$ cat src/hdl/scs_pkg.sv
package scs_pkg;

  // Widths
  localparam int DIV_W  = 8;
  localparam int CNT_W  = DIV_W + 1;
  localparam int DATA_W = 16;
  localparam int ADDR_W = 8;

  // Core clock figures
  localparam int CORE_CLK_PERIOD_NS = 25;

  // Register byte offsets
  localparam logic [ADDR_W-1:0] OFS_CTRL   = 8'h00;
  localparam logic [ADDR_W-1:0] OFS_RATE   = 8'h04;
  localparam logic [ADDR_W-1:0] OFS_TXDATA = 8'h08;
  localparam logic [ADDR_W-1:0] OFS_RXDATA = 8'h0c;
  localparam logic [ADDR_W-1:0] OFS_STATUS = 8'h10;

  // Clock stop modes handled here
  localparam logic [1:0] MODE_STOP_NODLY = 2'h2;
  localparam logic [1:0] MODE_STOP_DLY   = 2'h3;

  // AXI responses
  localparam logic [1:0] RESP_OKAY   = 2'h0;
  localparam logic [1:0] RESP_SLVERR = 2'h2;

  // Control register layout, bit 0 is clock_stop_mode[0]
  typedef struct packed {
    logic       rate_gen_source_sel;
    logic       rx_frame_direction;
    logic       rx_clock_direction;
    logic       tx_frame_direction;
    logic       tx_clock_direction;
    logic       rx_frame_polarity;
    logic       tx_frame_polarity;
    logic       tx_clock_polarity;
    logic [1:0] clock_stop_mode;
  } scs_ctrl_s;

  // Status register layout
  typedef struct packed {
    logic cfg_err;
    logic tx_pending;
    logic rx_full;
    logic busy;
  } scs_status_s;

  localparam scs_ctrl_s         CTRL_RST = scs_ctrl_s'(10'h000);
  localparam logic [DIV_W-1:0]  RATE_RST = 8'h01;
  localparam logic [DATA_W-1:0] DATA_RST = 16'h0000;

  // Master sequencer states
  typedef enum logic [3:0] {
    ST_IDLE  = 4'h1,
    ST_LEAD  = 4'h2,
    ST_SHIFT = 4'h4,
    ST_TRAIL = 4'h8
  } scs_state_e;

  // Divider zero would need a half-cycle phase, so it runs as one
  function automatic logic [CNT_W-1:0] scs_div_eff(input logic [DIV_W-1:0] div);
    return (div == '0) ? CNT_W'(1) : {1'b0, div};
  endfunction : scs_div_eff

  // Bit clock high phase in core cycles
  function automatic logic [CNT_W-1:0] scs_high_len(input logic [DIV_W-1:0] div);
    logic [CNT_W-1:0] d;
    d = scs_div_eff(div);
    return d[0] ? ((d + 1'b1) >> 1) : ((d >> 1) + 1'b1);
  endfunction : scs_high_len

  // Bit clock low phase in core cycles
  function automatic logic [CNT_W-1:0] scs_low_len(input logic [DIV_W-1:0] div);
    logic [CNT_W-1:0] d;
    d = scs_div_eff(div);
    return d[0] ? ((d + 1'b1) >> 1) : (d >> 1);
  endfunction : scs_low_len

endpackage : scs_pkg

$ cat src/hdl/scs_sync.sv
`timescale 1ns/1ps
module scs_sync
  import scs_pkg::*;
#(
  parameter int           W       = 1,
  parameter logic [W-1:0] RST_VAL = '0
) (
  input  wire logic         core_clk,
  input  wire logic         rstn,
  input  wire logic [W-1:0] pin_in,
  output logic      [W-1:0] pin_sync
);

  logic [W-1:0] meta;

  // Two flops per pin; only the second stage is visible outside
  always_ff @(posedge core_clk or negedge rstn) begin
    if (!rstn) begin
      meta     <= RST_VAL;
      pin_sync <= RST_VAL;
    end else begin
      meta     <= pin_in;
      pin_sync <= meta;
    end
  end

endmodule : scs_sync

$ cat src/hdl/scs_clkgen.sv
`timescale 1ns/1ps
module scs_clkgen
  import scs_pkg::*;
(
  input  wire logic             core_clk,
  input  wire logic             rstn,
  input  wire logic             run,
  input  wire logic             start_low,
  input  wire logic [DIV_W-1:0] rate_gen_divider,
  output logic                  fall_tick,
  output logic                  rise_tick
);

  logic [CNT_W-1:0] cnt;
  logic [CNT_W-1:0] hi_len;
  logic [CNT_W-1:0] lo_len;
  logic             sample_rate_clock;

  // Odd divider splits evenly, even divider gives the extra cycle to high
  assign hi_len = scs_high_len(rate_gen_divider);  // [RQ3]
  assign lo_len = scs_low_len(rate_gen_divider);   // [RQ4]

  // Phase counter; reloaded while stopped so each frame starts aligned
  always_ff @(posedge core_clk or negedge rstn) begin
    if (!rstn) begin
      cnt               <= '0;
      sample_rate_clock <= 1'b1;
    end else if (!run) begin
      sample_rate_clock <= ~start_low;
      cnt               <= start_low ? lo_len - 1'b1 : hi_len - 1'b1;
    end else if (cnt == '0) begin
      sample_rate_clock <= ~sample_rate_clock;
      cnt               <= sample_rate_clock ? lo_len - 1'b1 : hi_len - 1'b1;  // [RQ2]
    end else begin
      cnt <= cnt - 1'b1;
    end
  end

  // Ticks mark the last cycle of each phase
  assign fall_tick = run & (cnt == '0) & sample_rate_clock;
  assign rise_tick = run & (cnt == '0) & ~sample_rate_clock;

endmodule : scs_clkgen

$ cat src/hdl/scs_top.sv
// Function
// RQ1: Slave needs rate generator at half core clock
// RQ2: Master bit period is divider plus one; divider zero runs as one, giving two cycles
// RQ3: High phase half, or divider/2+1 when even
// RQ4: Low phase half, or divider/2 when even
// RQ5: Master drives inverted, active-low select
// RQ6: Slave inverts incoming active-low select pins
// RQ7: Master: tx clock/frame out, rx in
// RQ8: Slave: all clock and frame pins input
// RQ9: Select low before first edge starts transfer
// RQ10: Mode 10b: sample rising, change after falling
// RQ11: Mode 11b: change after rising, sample falling
// RQ12: Mode 10b: lead high-phase, trail full period
// RQ13: Mode 11b: lead full period, trail high-phase
// RQ14: Data pin released after last bit
//
// The implementer's own choices: the AXI4-Lite slave port and the address map.
`timescale 1ns/1ps
module scs_top
  import scs_pkg::*;
(
  input  wire logic              core_clk,
  input  wire logic              rstn,
  input  wire logic [ADDR_W-1:0] s_axi_awaddr,
  input  wire logic              s_axi_awvalid,
  output logic                   s_axi_awready,
  input  wire logic [31:0]       s_axi_wdata,
  input  wire logic [3:0]        s_axi_wstrb,
  input  wire logic              s_axi_wvalid,
  output logic                   s_axi_wready,
  output logic [1:0]             s_axi_bresp,
  output logic                   s_axi_bvalid,
  input  wire logic              s_axi_bready,
  input  wire logic [ADDR_W-1:0] s_axi_araddr,
  input  wire logic              s_axi_arvalid,
  output logic                   s_axi_arready,
  output logic [31:0]            s_axi_rdata,
  output logic [1:0]             s_axi_rresp,
  output logic                   s_axi_rvalid,
  input  wire logic              s_axi_rready,
  input  wire logic              tx_bit_clock_pin_i,
  output logic                   tx_bit_clock_pin_o,
  output logic                   tx_bit_clock_pin_oe,
  input  wire logic              tx_frame_pin_i,
  output logic                   tx_frame_pin_o,
  output logic                   tx_frame_pin_oe,
  input  wire logic              rx_frame_pin_i,
  output logic                   serial_out_pin_o,
  output logic                   serial_out_pin_oe,
  input  wire logic              serial_in_pin_i
);

  scs_ctrl_s         ctrl;
  scs_status_s       status;
  scs_state_e        state;
  logic [DIV_W-1:0]  rate_div;
  logic [DATA_W-1:0] tx_word;
  logic [DATA_W-1:0] rx_word;
  logic [DATA_W-1:0] tx_sh;
  logic [DATA_W-1:0] rx_sh;
  logic [4:0]        bit_cnt;
  logic [4:0]        edge_cnt;
  logic              tx_pending;
  logic              rx_full;
  logic              trail_half;
  logic              aw_hold;
  logic              w_hold;
  logic [ADDR_W-1:0] aw_addr;
  logic [31:0]       w_data;
  logic [3:0]        w_strb;
  logic [3:0]        pin_s;
  logic              s_clk;
  logic              s_txf;
  logic              s_rxf;
  logic              sdi;
  logic              s_clk_d;
  logic              s_txf_act_d;
  logic              fall_tick;
  logic              rise_tick;

  // Configuration decode
  logic mode_ok;
  logic mode11;
  logic pol_ok;
  logic is_m;
  logic is_s;
  assign mode_ok = (ctrl.clock_stop_mode == MODE_STOP_NODLY) ||
                   (ctrl.clock_stop_mode == MODE_STOP_DLY);
  assign mode11  = (ctrl.clock_stop_mode == MODE_STOP_DLY);
  assign pol_ok  = ctrl.tx_clock_polarity & ctrl.tx_frame_polarity & ctrl.rx_frame_polarity;
  // Master only with clock and frame out, receive side in
  assign is_m = mode_ok & pol_ok & ctrl.rate_gen_source_sel &
                ctrl.tx_clock_direction & ctrl.tx_frame_direction &
                ~ctrl.rx_clock_direction & ~ctrl.rx_frame_direction;  // [RQ7]
  // Slave only with every clock and frame pin in and the generator at half rate
  assign is_s = mode_ok & pol_ok & ctrl.rate_gen_source_sel &
                (rate_div == DIV_W'(1)) &
                ~ctrl.tx_clock_direction & ~ctrl.tx_frame_direction &
                ~ctrl.rx_clock_direction & ~ctrl.rx_frame_direction;  // [RQ1] [RQ8]

  // Pins from the far side pass two flops first
  scs_sync #(.W(4), .RST_VAL(4'hf)) u_sync (
    .core_clk (core_clk),
    .rstn     (rstn),
    .pin_in   ({tx_bit_clock_pin_i, tx_frame_pin_i, rx_frame_pin_i, serial_in_pin_i}),
    .pin_sync (pin_s)
  );
  assign {s_clk, s_txf, s_rxf, sdi} = pin_s;

  // Select arrives active low; invert before use
  logic s_txf_act;
  logic s_rxf_act;
  assign s_txf_act = ~s_txf;  // [RQ6]
  assign s_rxf_act = ~s_rxf;  // [RQ6]

  // Slave edge history, taken from the synchronised copies only
  always_ff @(posedge core_clk or negedge rstn) begin
    if (!rstn) begin
      s_clk_d     <= 1'b1;
      s_txf_act_d <= 1'b0;
    end else begin
      s_clk_d     <= s_clk;
      s_txf_act_d <= s_txf_act;
    end
  end

  // Bit clock phase timing for master
  scs_clkgen u_clkgen (
    .core_clk         (core_clk),
    .rstn             (rstn),
    .run              (state != ST_IDLE),
    .start_low        (mode11),
    .rate_gen_divider (rate_div),
    .fall_tick        (fall_tick),
    .rise_tick        (rise_tick)
  );

  // Unified events for both roles; slave ignores edges outside select
  logic start_go;
  logic ev_start;
  logic ev_fall;
  logic ev_rise;
  logic last_rise;
  logic shift_ev;
  logic sample_ev;
  logic s_end;
  assign start_go  = is_m & tx_pending & (state == ST_IDLE);
  assign last_rise = (edge_cnt == 5'(DATA_W - 1));
  assign s_end     = is_s & ~s_txf_act & s_txf_act_d;
  assign ev_start  = start_go | (is_s & s_txf_act & ~s_txf_act_d);  // [RQ9]
  assign ev_fall   = is_m ? (((state == ST_LEAD) | (state == ST_SHIFT)) & fall_tick)
                          : (is_s & s_txf_act & s_clk_d & ~s_clk);  // [RQ9]
  assign ev_rise   = is_m ? ((state == ST_SHIFT) & rise_tick)
                          : (is_s & s_txf_act & ~s_clk_d & s_clk);
  // Mode picks which edge launches and which one captures
  assign shift_ev  = mode11 ? (ev_rise & ~(is_m & last_rise)) : ev_fall;  // [RQ10] [RQ11]
  assign sample_ev = (mode11 ? ev_fall : ev_rise) & (is_m | s_rxf_act);  // [RQ10] [RQ11]

  // Master sequencer: lead, shift, trail around each frame
  always_ff @(posedge core_clk or negedge rstn) begin
    if (!rstn) begin
      state      <= ST_IDLE;
      trail_half <= 1'b0;
    end else begin
      unique case (state)
        ST_IDLE: begin
          trail_half <= 1'b0;
          if (start_go) state <= ST_LEAD;
        end
        ST_LEAD: begin
          // 10b starts high, 11b starts low so a full period passes
          if (fall_tick) state <= ST_SHIFT;  // [RQ12] [RQ13]
        end
        ST_SHIFT: begin
          if (rise_tick && last_rise) state <= ST_TRAIL;
        end
        ST_TRAIL: begin
          if (fall_tick) trail_half <= 1'b1;
          if (mode11 ? fall_tick : (rise_tick && trail_half)) begin
            state <= ST_IDLE;  // [RQ12] [RQ13]
          end
        end
      endcase
      if (!is_m) state <= ST_IDLE;
    end
  end

  // Master bit clock, idles high and stops between frames
  always_ff @(posedge core_clk or negedge rstn) begin
    if (!rstn) begin
      tx_bit_clock_pin_o <= 1'b1;
      edge_cnt           <= '0;
    end else begin
      if (start_go) edge_cnt <= '0;
      if (is_m && ev_fall) tx_bit_clock_pin_o <= 1'b0;  // [RQ2]
      if (is_m && ev_rise) begin
        tx_bit_clock_pin_o <= 1'b1;
        edge_cnt           <= edge_cnt + 5'h01;
      end
      if (!is_m) tx_bit_clock_pin_o <= 1'b1;
    end
  end

  // Pin directions follow the role
  assign tx_bit_clock_pin_oe = is_m;  // [RQ7] [RQ8]
  assign tx_frame_pin_oe     = is_m;  // [RQ7] [RQ8]
  // Internal frame is high-active; polarity bit inverts it onto the pin
  assign tx_frame_pin_o = ctrl.tx_frame_polarity ? (state == ST_IDLE)
                                                 : (state != ST_IDLE);  // [RQ5]

  // Transmit shifter; first bit presented as soon as the frame opens
  always_ff @(posedge core_clk or negedge rstn) begin
    if (!rstn) begin
      tx_sh            <= DATA_RST;
      serial_out_pin_o <= 1'b0;
    end else if (ev_start) begin
      tx_sh            <= mode11 ? {tx_word[DATA_W-2:0], 1'b0} : tx_word;
      serial_out_pin_o <= tx_word[DATA_W-1];
    end else if (shift_ev) begin
      tx_sh            <= {tx_sh[DATA_W-2:0], 1'b0};
      serial_out_pin_o <= tx_sh[DATA_W-1];  // [RQ10] [RQ11]
    end
  end

  // Data pin enable; the driver lets go once the last bit is done
  always_ff @(posedge core_clk or negedge rstn) begin
    if (!rstn) begin
      serial_out_pin_oe <= 1'b0;
    end else if (!is_m && !is_s) begin
      serial_out_pin_oe <= 1'b0;
    end else if (ev_start) begin
      serial_out_pin_oe <= 1'b1;
    end else if (is_m && mode11 && ev_rise && last_rise) begin
      serial_out_pin_oe <= 1'b0;  // [RQ14]
    end else if (is_m && !mode11 && state == ST_TRAIL && fall_tick) begin
      serial_out_pin_oe <= 1'b0;  // [RQ14]
    end else if (s_end) begin
      serial_out_pin_oe <= 1'b0;  // [RQ14]
    end
  end

  // Receive shifter; a full word lands in the holding register
  logic rx_done;
  assign rx_done = sample_ev & (bit_cnt == 5'(DATA_W - 1));
  always_ff @(posedge core_clk or negedge rstn) begin
    if (!rstn) begin
      rx_sh   <= DATA_RST;
      rx_word <= DATA_RST;
      bit_cnt <= '0;
    end else if (ev_start || s_end) begin
      bit_cnt <= '0;
    end else if (sample_ev) begin
      rx_sh   <= {rx_sh[DATA_W-2:0], sdi};
      bit_cnt <= rx_done ? 5'h00 : bit_cnt + 5'h01;
      if (rx_done) rx_word <= {rx_sh[DATA_W-2:0], sdi};
    end
  end

  // Bus handshakes: one write and one read in flight
  logic wr_fire;
  logic rd_fire;
  logic rd_rx;
  assign s_axi_awready = ~aw_hold & ~s_axi_bvalid;
  assign s_axi_wready  = ~w_hold & ~s_axi_bvalid;
  assign s_axi_arready = ~s_axi_rvalid;
  assign wr_fire       = aw_hold & w_hold & ~s_axi_bvalid;
  assign rd_fire       = s_axi_arvalid & s_axi_arready;
  assign rd_rx         = rd_fire & ({s_axi_araddr[ADDR_W-1:2], 2'b00} == OFS_RXDATA);

  // Write address and data are caught in either order
  always_ff @(posedge core_clk or negedge rstn) begin
    if (!rstn) begin
      aw_hold <= 1'b0;
      w_hold  <= 1'b0;
      aw_addr <= '0;
      w_data  <= '0;
      w_strb  <= '0;
    end else begin
      if (s_axi_awvalid && s_axi_awready) begin
        aw_hold <= 1'b1;
        aw_addr <= {s_axi_awaddr[ADDR_W-1:2], 2'b00};
      end
      if (s_axi_wvalid && s_axi_wready) begin
        w_hold <= 1'b1;
        w_data <= s_axi_wdata;
        w_strb <= s_axi_wstrb;
      end
      if (wr_fire) begin
        aw_hold <= 1'b0;
        w_hold  <= 1'b0;
      end
    end
  end

  // Byte lanes merged into the old value
  function automatic logic [31:0] merge(input logic [31:0] old, input logic [31:0] nw,
                                        input logic [3:0] strb);
    logic [31:0] r;
    r = old;
    for (int i = 0; i < 4; i++) begin
      if (strb[i]) r[8*i +: 8] = nw[8*i +: 8];
    end
    return r;
  endfunction : merge

  // Merged words are cut back to each register's own width on purpose
  logic [31:0] ctrl_m;
  logic [31:0] rate_m;
  logic [31:0] txw_m;
  assign ctrl_m = merge({22'h000000, ctrl}, w_data, w_strb);
  assign rate_m = merge({24'h000000, rate_div}, w_data, w_strb);
  assign txw_m  = merge({16'h0000, tx_word}, w_data, w_strb);

  // Register writes and write response; addresses outside the map answer SLVERR
  logic wr_hit;
  assign wr_hit = (aw_addr == OFS_CTRL) || (aw_addr == OFS_RATE) ||
                  (aw_addr == OFS_TXDATA) || (aw_addr == OFS_RXDATA) ||
                  (aw_addr == OFS_STATUS);
  always_ff @(posedge core_clk or negedge rstn) begin
    if (!rstn) begin
      ctrl         <= CTRL_RST;
      rate_div     <= RATE_RST;
      tx_word      <= DATA_RST;
      s_axi_bvalid <= 1'b0;
      s_axi_bresp  <= RESP_OKAY;
    end else begin
      if (s_axi_bvalid && s_axi_bready) s_axi_bvalid <= 1'b0;
      if (wr_fire) begin
        s_axi_bvalid <= 1'b1;
        s_axi_bresp  <= wr_hit ? RESP_OKAY : RESP_SLVERR;
        if (aw_addr == OFS_CTRL) begin
          ctrl <= scs_ctrl_s'(ctrl_m[9:0]);
        end
        if (aw_addr == OFS_RATE) begin
          rate_div <= rate_m[DIV_W-1:0];
        end
        if (aw_addr == OFS_TXDATA) begin
          tx_word <= txw_m[DATA_W-1:0];
        end
      end
    end
  end

  // Sticky flags; a new event beats a clear in the same cycle
  always_ff @(posedge core_clk or negedge rstn) begin
    if (!rstn) begin
      tx_pending <= 1'b0;
      rx_full    <= 1'b0;
    end else begin
      tx_pending <= (tx_pending & ~ev_start) | (wr_fire & (aw_addr == OFS_TXDATA));
      rx_full    <= (rx_full & ~rd_rx) | rx_done;
    end
  end

  assign status.busy       = is_m ? (state != ST_IDLE) : (is_s & s_txf_act);
  assign status.rx_full    = rx_full;
  assign status.tx_pending = tx_pending;
  assign status.cfg_err    = mode_ok & ~is_m & ~is_s;

  // Read data is registered with the response
  always_ff @(posedge core_clk or negedge rstn) begin
    if (!rstn) begin
      s_axi_rvalid <= 1'b0;
      s_axi_rdata  <= '0;
      s_axi_rresp  <= RESP_OKAY;
    end else begin
      if (s_axi_rvalid && s_axi_rready) s_axi_rvalid <= 1'b0;
      if (rd_fire) begin
        s_axi_rvalid <= 1'b1;
        s_axi_rresp  <= RESP_OKAY;
        unique case ({s_axi_araddr[ADDR_W-1:2], 2'b00})
          OFS_CTRL:   s_axi_rdata <= {22'h000000, ctrl};
          OFS_RATE:   s_axi_rdata <= {24'h000000, rate_div};
          OFS_TXDATA: s_axi_rdata <= {16'h0000, tx_word};
          OFS_RXDATA: s_axi_rdata <= {16'h0000, rx_word};
          OFS_STATUS: s_axi_rdata <= {28'h0000000, status};
          default: begin
            s_axi_rdata <= '0;
            s_axi_rresp <= RESP_SLVERR;
          end
        endcase
      end
    end
  end

  // Checking helpers: level lengths of the master clock and lead time
  logic             sclk_d;
  logic [CNT_W:0]   gap;
  logic [CNT_W:0]   prev_gap;
  logic [CNT_W+1:0] lead_gap;
  logic [CNT_W:0]   exp_hi;
  logic [CNT_W:0]   exp_lo;
  logic             tx_msb;
  assign exp_hi = (CNT_W+1)'(scs_high_len(rate_div));
  assign exp_lo = (CNT_W+1)'(scs_low_len(rate_div));
  assign tx_msb = tx_sh[DATA_W-1];
  always_ff @(posedge core_clk or negedge rstn) begin
    if (!rstn) begin
      sclk_d   <= 1'b1;
      gap      <= '0;
      prev_gap <= '0;
      lead_gap <= '0;
    end else begin
      sclk_d <= tx_bit_clock_pin_o;
      if (tx_bit_clock_pin_o != sclk_d) begin
        gap      <= (CNT_W+1)'(1);
        prev_gap <= gap;
      end else if (~&gap) begin
        gap <= gap + 1'b1;
      end
      if (state == ST_IDLE) lead_gap <= '0;
      else if (~&lead_gap) lead_gap <= lead_gap + 1'b1;
    end
  end
endmodule : scs_top

$ cat config.mk
export PLATFORM = sky130hd
export DESIGN_NAME = scs_top
export DESIGN_NICKNAME = d
export VERILOG_FILES = /design/src/hdl/scs_pkg.sv /design/src/hdl/scs_sync.sv /design/src/hdl/scs_clkgen.sv /design/src/hdl/scs_top.sv
export SDC_FILE = /design/constraint.sdc
export NUM_CORES = 1
export LEC_CHECK = 0
export BUFFER_PORTS_ARGS = -buffer_cell sky130_fd_sc_hd__buf_4
export CORE_ASPECT_RATIO = 1.75
export CORE_MARGIN = 2
export CORE_UTILIZATION = 58
export DETAILED_ROUTE_END_ITERATION = 8
export PLACE_DENSITY_LB_ADDON = 0.3
export RECOVER_POWER = 100
export SETUP_SLACK_MARGIN = 0.15
export SKIP_CTS_REPAIR_TIMING = 1
export SLEW_MARGIN = 15
export SYNTH_ARGS = -nofsm -noshare
export SYNTH_HDL_FRONTEND = slang
export SYNTH_SLANG_ARGS = --single-unit
$ cat constraint.sdc
create_clock -name core_clk -period 3.25 [get_ports core_clk]
set_input_delay 0.65 -clock core_clk [delete_from_list [all_inputs] [get_ports core_clk]]
set_output_delay 0.65 -clock core_clk [all_outputs]
set_load 0.02 [all_outputs]
# Yosys cells after proc, flatten, opt, wreduce, memory -nomap -nowiden
# Index checks and enable logic that the tools add are counted.
# totals
ff_bits	185
input_bits	63
# op_classes
n_addsub	7
n_eq_ne	25
muxes	53
bitwise	69
reduce_logical	47
# ops
op	count
$pmux 16 s5	1
$mux 16	3
$mux 9	5
$and 1x1->1	43
$mux 1	28
$sub 9x1->9 const B	3
$mux 5	5
$eq 6x2->1 const B	4
$not 1->1	21
$mux 4	5
$add 8x1->9 const B	2
$reduce_and 3->1	6
$logic_not 8->1	2
$mux 8	2
$pmux 4 s4	1
$reduce_bool 2->1	8
$logic_and 1x1->1	15
$eq 6x1->1 const B	2
$eq 6x3->1 const B	2
$add 5x1->5 const B	2
$eq 5x4->1 const B	2
$logic_not 9->1	1
$ne 3x3->1 const B	3
$eq 8x1->1 const B	1
other kinds (19)	34

# Longest topological paths before layout
# logic_depth
depth_word	19
ltp_mapped	10
mapped_depth_nobuf	9

# Cells and area by module
# A second synthesis with hierarchy kept.
# unflattened
hier_cells	674
hier_area_um2	8034.0
# by_module_without_submodules
module	n_inst	cells_per_inst	area_each_um2
scs_top	1	568	7013.0
scs_clkgen	1	98	810.8
scs_sync	1	8	210.2

# Worst setup path after synthesis
# OpenSTA, ideal clock, no wires.
# synth_timing
kind	reg2reg
start	register u_clkgen.cnt[0]
end	register rx_word[10]
t_arrival_ns	2.297
required_time_ns	3.125
setup_slack_ns	0.828
path_stages_with_launch	10
n_path_buf	1
cell_sequence	dfrtp_1 -> inv_1 -> ha_1 -> nor4b_2 -> nand3_1 -> o31ai_1 -> o22ai_1 -> nor3_4 -> buf_8 -> mux2_4
# synth_between
elab_chain_cells	9
elab_cells_between_ends	12
# synth_lines
element	line	rtl
from (decl)	scs_clkgen.sv:14	logic [CNT_W-1:0] cnt;
from (signal assigned)	scs_clkgen.sv:30	cnt <= start_low ? lo_len - 1'b1 : hi_len - 1'b1;
from (signal assigned)	scs_clkgen.sv:33	cnt <= sample_rate_clock ? lo_len - 1'b1 : hi_len - 1'b1;
from (signal assigned)	scs_clkgen.sv:35	cnt <= cnt - 1'b1;
$logic_not 9->1 (*)	scs_clkgen.sv:40, scs_clkgen.sv:41	
$and 1x1->1 (*)	scs_clkgen.sv:40, scs_clkgen.sv:41	
$and 1x1->1, on equally long branches	scs_clkgen.sv:41, scs_clkgen.sv:40	
$and 1x1->1, on equally long branches	scs_top.sv:153, scs_top.sv:151	
$mux 1, on equally long branches	scs_top.sv:153, scs_top.sv:151	
$mux 1 (*)	scs_top.sv:157	assign sample_ev = (mode11 ? ev_fall : ev_rise) & (is_m | s_rxf_act);
$and 1x1->1 (*)	scs_top.sv:157	
$and 1x1->1	scs_top.sv:244	assign rx_done = sample_ev & (bit_cnt == 5'(DATA_W - 1));
$reduce_and 3->1 (no line) (*)	-	
to (signal assigned)	scs_top.sv:255	if (rx_done) rx_word <= {rx_sh[DATA_W-2:0], sdi};
to (decl)	scs_top.sv:58	logic [DATA_W-1:0] rx_word;
# Mark *: on every way between the ends. The rest lies on a longest branch, timed or not.
# A chain may end at the register's enable or synchronous reset.

# Worst setup path in the final report
# layout_timing
start	register rate_div[7]
end	register rx_sh[2]
# layout_between
elab_chain_cells	13
elab_cells_between_ends	22
# layout_lines
element	line	rtl
from (decl)	scs_top.sv:56	logic [DIV_W-1:0] rate_div;
from (signal assigned)	scs_top.sv:335	rate_div <= rate_m[DIV_W-1:0];
$eq 8x1->1 (*)	scs_top.sv:97	(rate_div == DIV_W'(1)) &
$and 1x1->1 (*)	scs_top.sv:96	assign is_s = mode_ok & pol_ok & ctrl.rate_gen_source_sel &
$and 1x1->1 (*)	scs_top.sv:97	
$and 1x1->1 (*) (2 in a row)	scs_top.sv:98	~ctrl.tx_clock_direction & ~ctrl.tx_frame_direction &
$and 1x1->1 (*)	scs_top.sv:99	~ctrl.rx_clock_direction & ~ctrl.rx_frame_direction;
$and 1x1->1	scs_top.sv:150, scs_top.sv:152, scs_top.sv:154	
$and 1x1->1, on equally long branches (2 in a row)	scs_top.sv:154, scs_top.sv:152	
$mux 1, on equally long branches	scs_top.sv:153, scs_top.sv:151	
$mux 1	scs_top.sv:157	
$and 1x1->1	scs_top.sv:157	
$reduce_and 2->1 (no line) (*)	-	
to (signal assigned)	scs_top.sv:253	rx_sh <= {rx_sh[DATA_W-2:0], sdi};
to (decl)	scs_top.sv:60	logic [DATA_W-1:0] rx_sh;
# Marks and branches as above.

==> flow_summary_export.csv <==
group,metric,value,unit
status,outcome,"finished with violations",
status,violations,"capacitance limit, slew limit",
timing,rsz0062_at_grt,"false",
worst_setup_path,cp.arrival,3.26,ns
synth,synth_area,8370,um2
synth,synth_edf_count,0,
worst_setup_path,cp-end-kind,"flip-flop",
hold_path,hp-start,"serial_in_pin_i",
synth,netlist_instances,755,
worst_setup_path,critical_path_class,"flip-flop to flip-flop",
timing,finalSetupTns,0,ns
drt,dr.pass1.iters,5,
synth,yosysMostFrequentCell,"dfrtp_1",
worst_setup_path,cpMaxStageDelayCell,"dfrtp_1",
job,max_cap_viol_count,1,
drt,dr.first_iter.drc_count,499,
finish,fin_cells,1014,
die,dieArea,15500,um2
worst_setup_path,r2r_cells,7,
timing,finalHoldViolCount,0,
die,coreArea,14200,um2
timing,period_needed,2.96,ns
power,ir_drop,0.499,mV
placed_design,portBuffers,69,
die,die_h,163,um
drt,drtAntennaViolNets,0,
placed_design,dp_slack,0.442,ns
die,dieWidth,94.8,um
clock_tree,insertion_delay,0.42,ns
die,start_util,0.589,
die,core.rowCount,58,
worst_setup_path,r2r_slack,0.29,ns
synth,syn_area_per_cell,11.1,um2
global_routing,antenna_found_initial,0,
worst_setup_path,reg2reg_from,"rate_div[7]$_DFFE_PN0P_",
clock_tree,clock_sinks,167,
placed_design,routabilityCongestion,0.872,
drt,routedWlPerCell,19.6,um
timing,tightest_slew,2.35,ns
clock_tree,cts_buffers,17,
synth,ys_async_sr_fraction,1.00,
timing,period_share,0.911,
clock_tree,clockBufferDepth,2,
timing,setup_ws,0.290,ns
finish,postLayoutCellArea,9510,um2
synth,synth_top_cell_by_area,"dfrtp_1",
global_routing,grt_max_degree,92,
timing,fin_skew,0.00924,ns
synth,synth_cell_types,73,
worst_setup_path,r2r-end,"rx_sh[2]$_DFFE_PN0P_",
clock_tree,cts_root_buffer,"clkbuf_16",
clock_tree,cts_tree,"done",
global_routing,grt_use_total,0.274,
drt,wl,19900,um
global_routing,busiest_layer,"met2",
synth,synth_top_area_share,0.460,
finish,nets,890,
hold_path,hold_class,"primary input to flip-flop",
synth,ys_seq_elements,167,
power,p_leak,4.34,nW
finish,layout-drive-gt1-share,0.241,
synth,synth_seq_area_share,0.501,
worst_setup_path,crit_fanout,15,
global_routing,grt_pass1_wl,32800,um
synth,synth_area_leaders,"dfrtp_1 46%, mux2_2 11%, dfstp_2 4.1%",
finish,final_util,0.669,
clock_tree,clk_pin_slew_worst_paths,0.07,ns
worst_setup_path,path_cells,"nor4_4 -> nand2_1 -> nor4_1 -> o22ai_1 -> buf_4 -> nor2_8 -> mux2_2",
power,total_power,7.13,mW
timing,maxSlewHeadroom,-0.567,
worst_setup_path,critPathMaxStageDelay,0.56,ns
timing,max_clock_freq,0.338,GHz
finish,num_antenna_cells,0,
power,power_density,750,nW/um2
worst_setup_path,worstPathRequired,3.55,ns
hold_path,worstHoldPathCells,1,
hold_path,holdPathEnd,"u_sync.meta[0]$_DFF_PN1_",
timing,setup_viol,0,
global_routing,use_met3,0.0440,
synth,synth_common_cells,"154 x dfrtp_1, 84 x mux2_2, 52 x nand2_1",
global_routing,overflow,0,
finish,syn_to_final_growth,13.6,%
die,ios,110,
placed_design,hpwl,14000,um
synth,yosys_most_used_dff,"dfrtp_1",
worst_setup_path,startpoint_type,"flip-flop",
drt,drc,0,
timing,slew_violations,50,
placed_design,placed_area,9040,um2
global_routing,grtUsageMet1,0.291,
global_routing,grt_pass1_vias,6679,
clock_tree,htreeDepth,4,
drt,routed_via_density,6.22,
drt,via_count,6304,
timing,hold_ws,0.336,ns
global_routing,met2_usage,0.486,
placed_design,dp_cells,982,
synth,yosys_warnings,0,
## worst max-delay path by stage
stage,startpoint,endpoint,depth (start not counted)
2_1_floorplan,u_clkgen.cnt[0]$_DFF_PN0_,rx_word[10]$_DFFE_PN0P_,9
3_3_place_gp,u_clkgen.cnt[0]$_DFF_PN0_,rx_sh[14]$_DFFE_PN0P_,9
3_5_place_dp,u_clkgen.cnt[0]$_DFF_PN0_,rx_sh[7]$_DFFE_PN0P_,9
4_1_cts,u_clkgen.cnt[0]$_DFF_PN0_,rx_sh[5]$_DFFE_PN0P_,9
5_1_grt,rate_div[7]$_DFFE_PN0P_,rx_sh[4]$_DFFE_PN0P_,7
6_report,rate_div[7]$_DFFE_PN0P_,rx_sh[2]$_DFFE_PN0P_,7
## final cells by class
cell class              instances  area, um2
repair buffers                 91        598
clock inverters                13        180
fillers                      1094       4710
flip-flops and latches        167       4200
multi-input cells             528       3810
clock buffers                  19        443
well taps                     180        225
inverters                      16       60.1
## layout by cell type (no fill, tap or decap), types with 18 or more instances in the layout
cell type  synthesis  routed
mux2_2            84      84
dfrtp_1          154     154
a31oi_1           19      19
conb_1             1      18
nand2_1           52      53
buf_4             21      53
o21ai_0           50      51
nand3_1           37      37
nor2_1            28      28
clkbuf_1          31      31
## registers in the layout (all words and copies together), names as in the netlist, 2 cells and up
| name | flops |
|---|---|
| u_sync.meta | 4 |
| rate_div | 8 |
| s_axi_rdata | 16 |
| ctrl | 10 |
| aw_addr | 6 |
| w_data | 16 |
| rx_sh | 15 |
| rx_word | 16 |
| u_sync.pin_sync | 4 |
| tx_word | 16 |
| bit_cnt | 5 |
| tx_sh | 16 |
| state | 4 |
| w_strb | 2 |
| u_clkgen.cnt | 9 |
| edge_cnt | 5 |
## critical path, delay by kind of cell (launching register included)
| kind | cells | cell delay, ns |
|---|---|---|
| buffers and inverters | 1 | 0.24 |
| AOI/OAI and AO/OA | 1 | 0.23 |
| and+or+nand+nor | 4 | 1.43 |
| DFF | 1 | 0.56 |
| muxes | 1 | 0.38 |
## cells by family (layout without fill, tap and decap cells)
kind of cell | after synthesis | after routing | synth area share
AO/OA/AOI/OAI | 165 | 165 | 0.133
XOR/XNOR | 22 | 22 | 0.0230
adder cells (fa/ha/maj) | 6 | 6 | 0.00896
buffers and inverters | 77 | 139 | 0.0477
flip-flops | 167 | 167 | 0.501
multiplexers | 104 | 104 | 0.143
other | 1 | 18 | 0.000448
AND/OR/NAND/NOR | 213 | 213 | 0.143
## metal layers
layer | vias up | wire length (um)
li1 | 2872 | -
met1 | 3123 | 6970
met2 | 234 | 10800
met3 | 75 | 792
met4 | 0 | 1300
met5 | - | 0
## power by group
| part | switching (mW) | total, mW | internal (mW) |
|---|---|---|---|
| sequential | 0.424 | 2.90 | 2.48 |
| clock | 0.860 | 2.12 | 1.26 |
| combinational | 1.18 | 2.11 | 0.932 |
(Power assumes the default switching activity.)
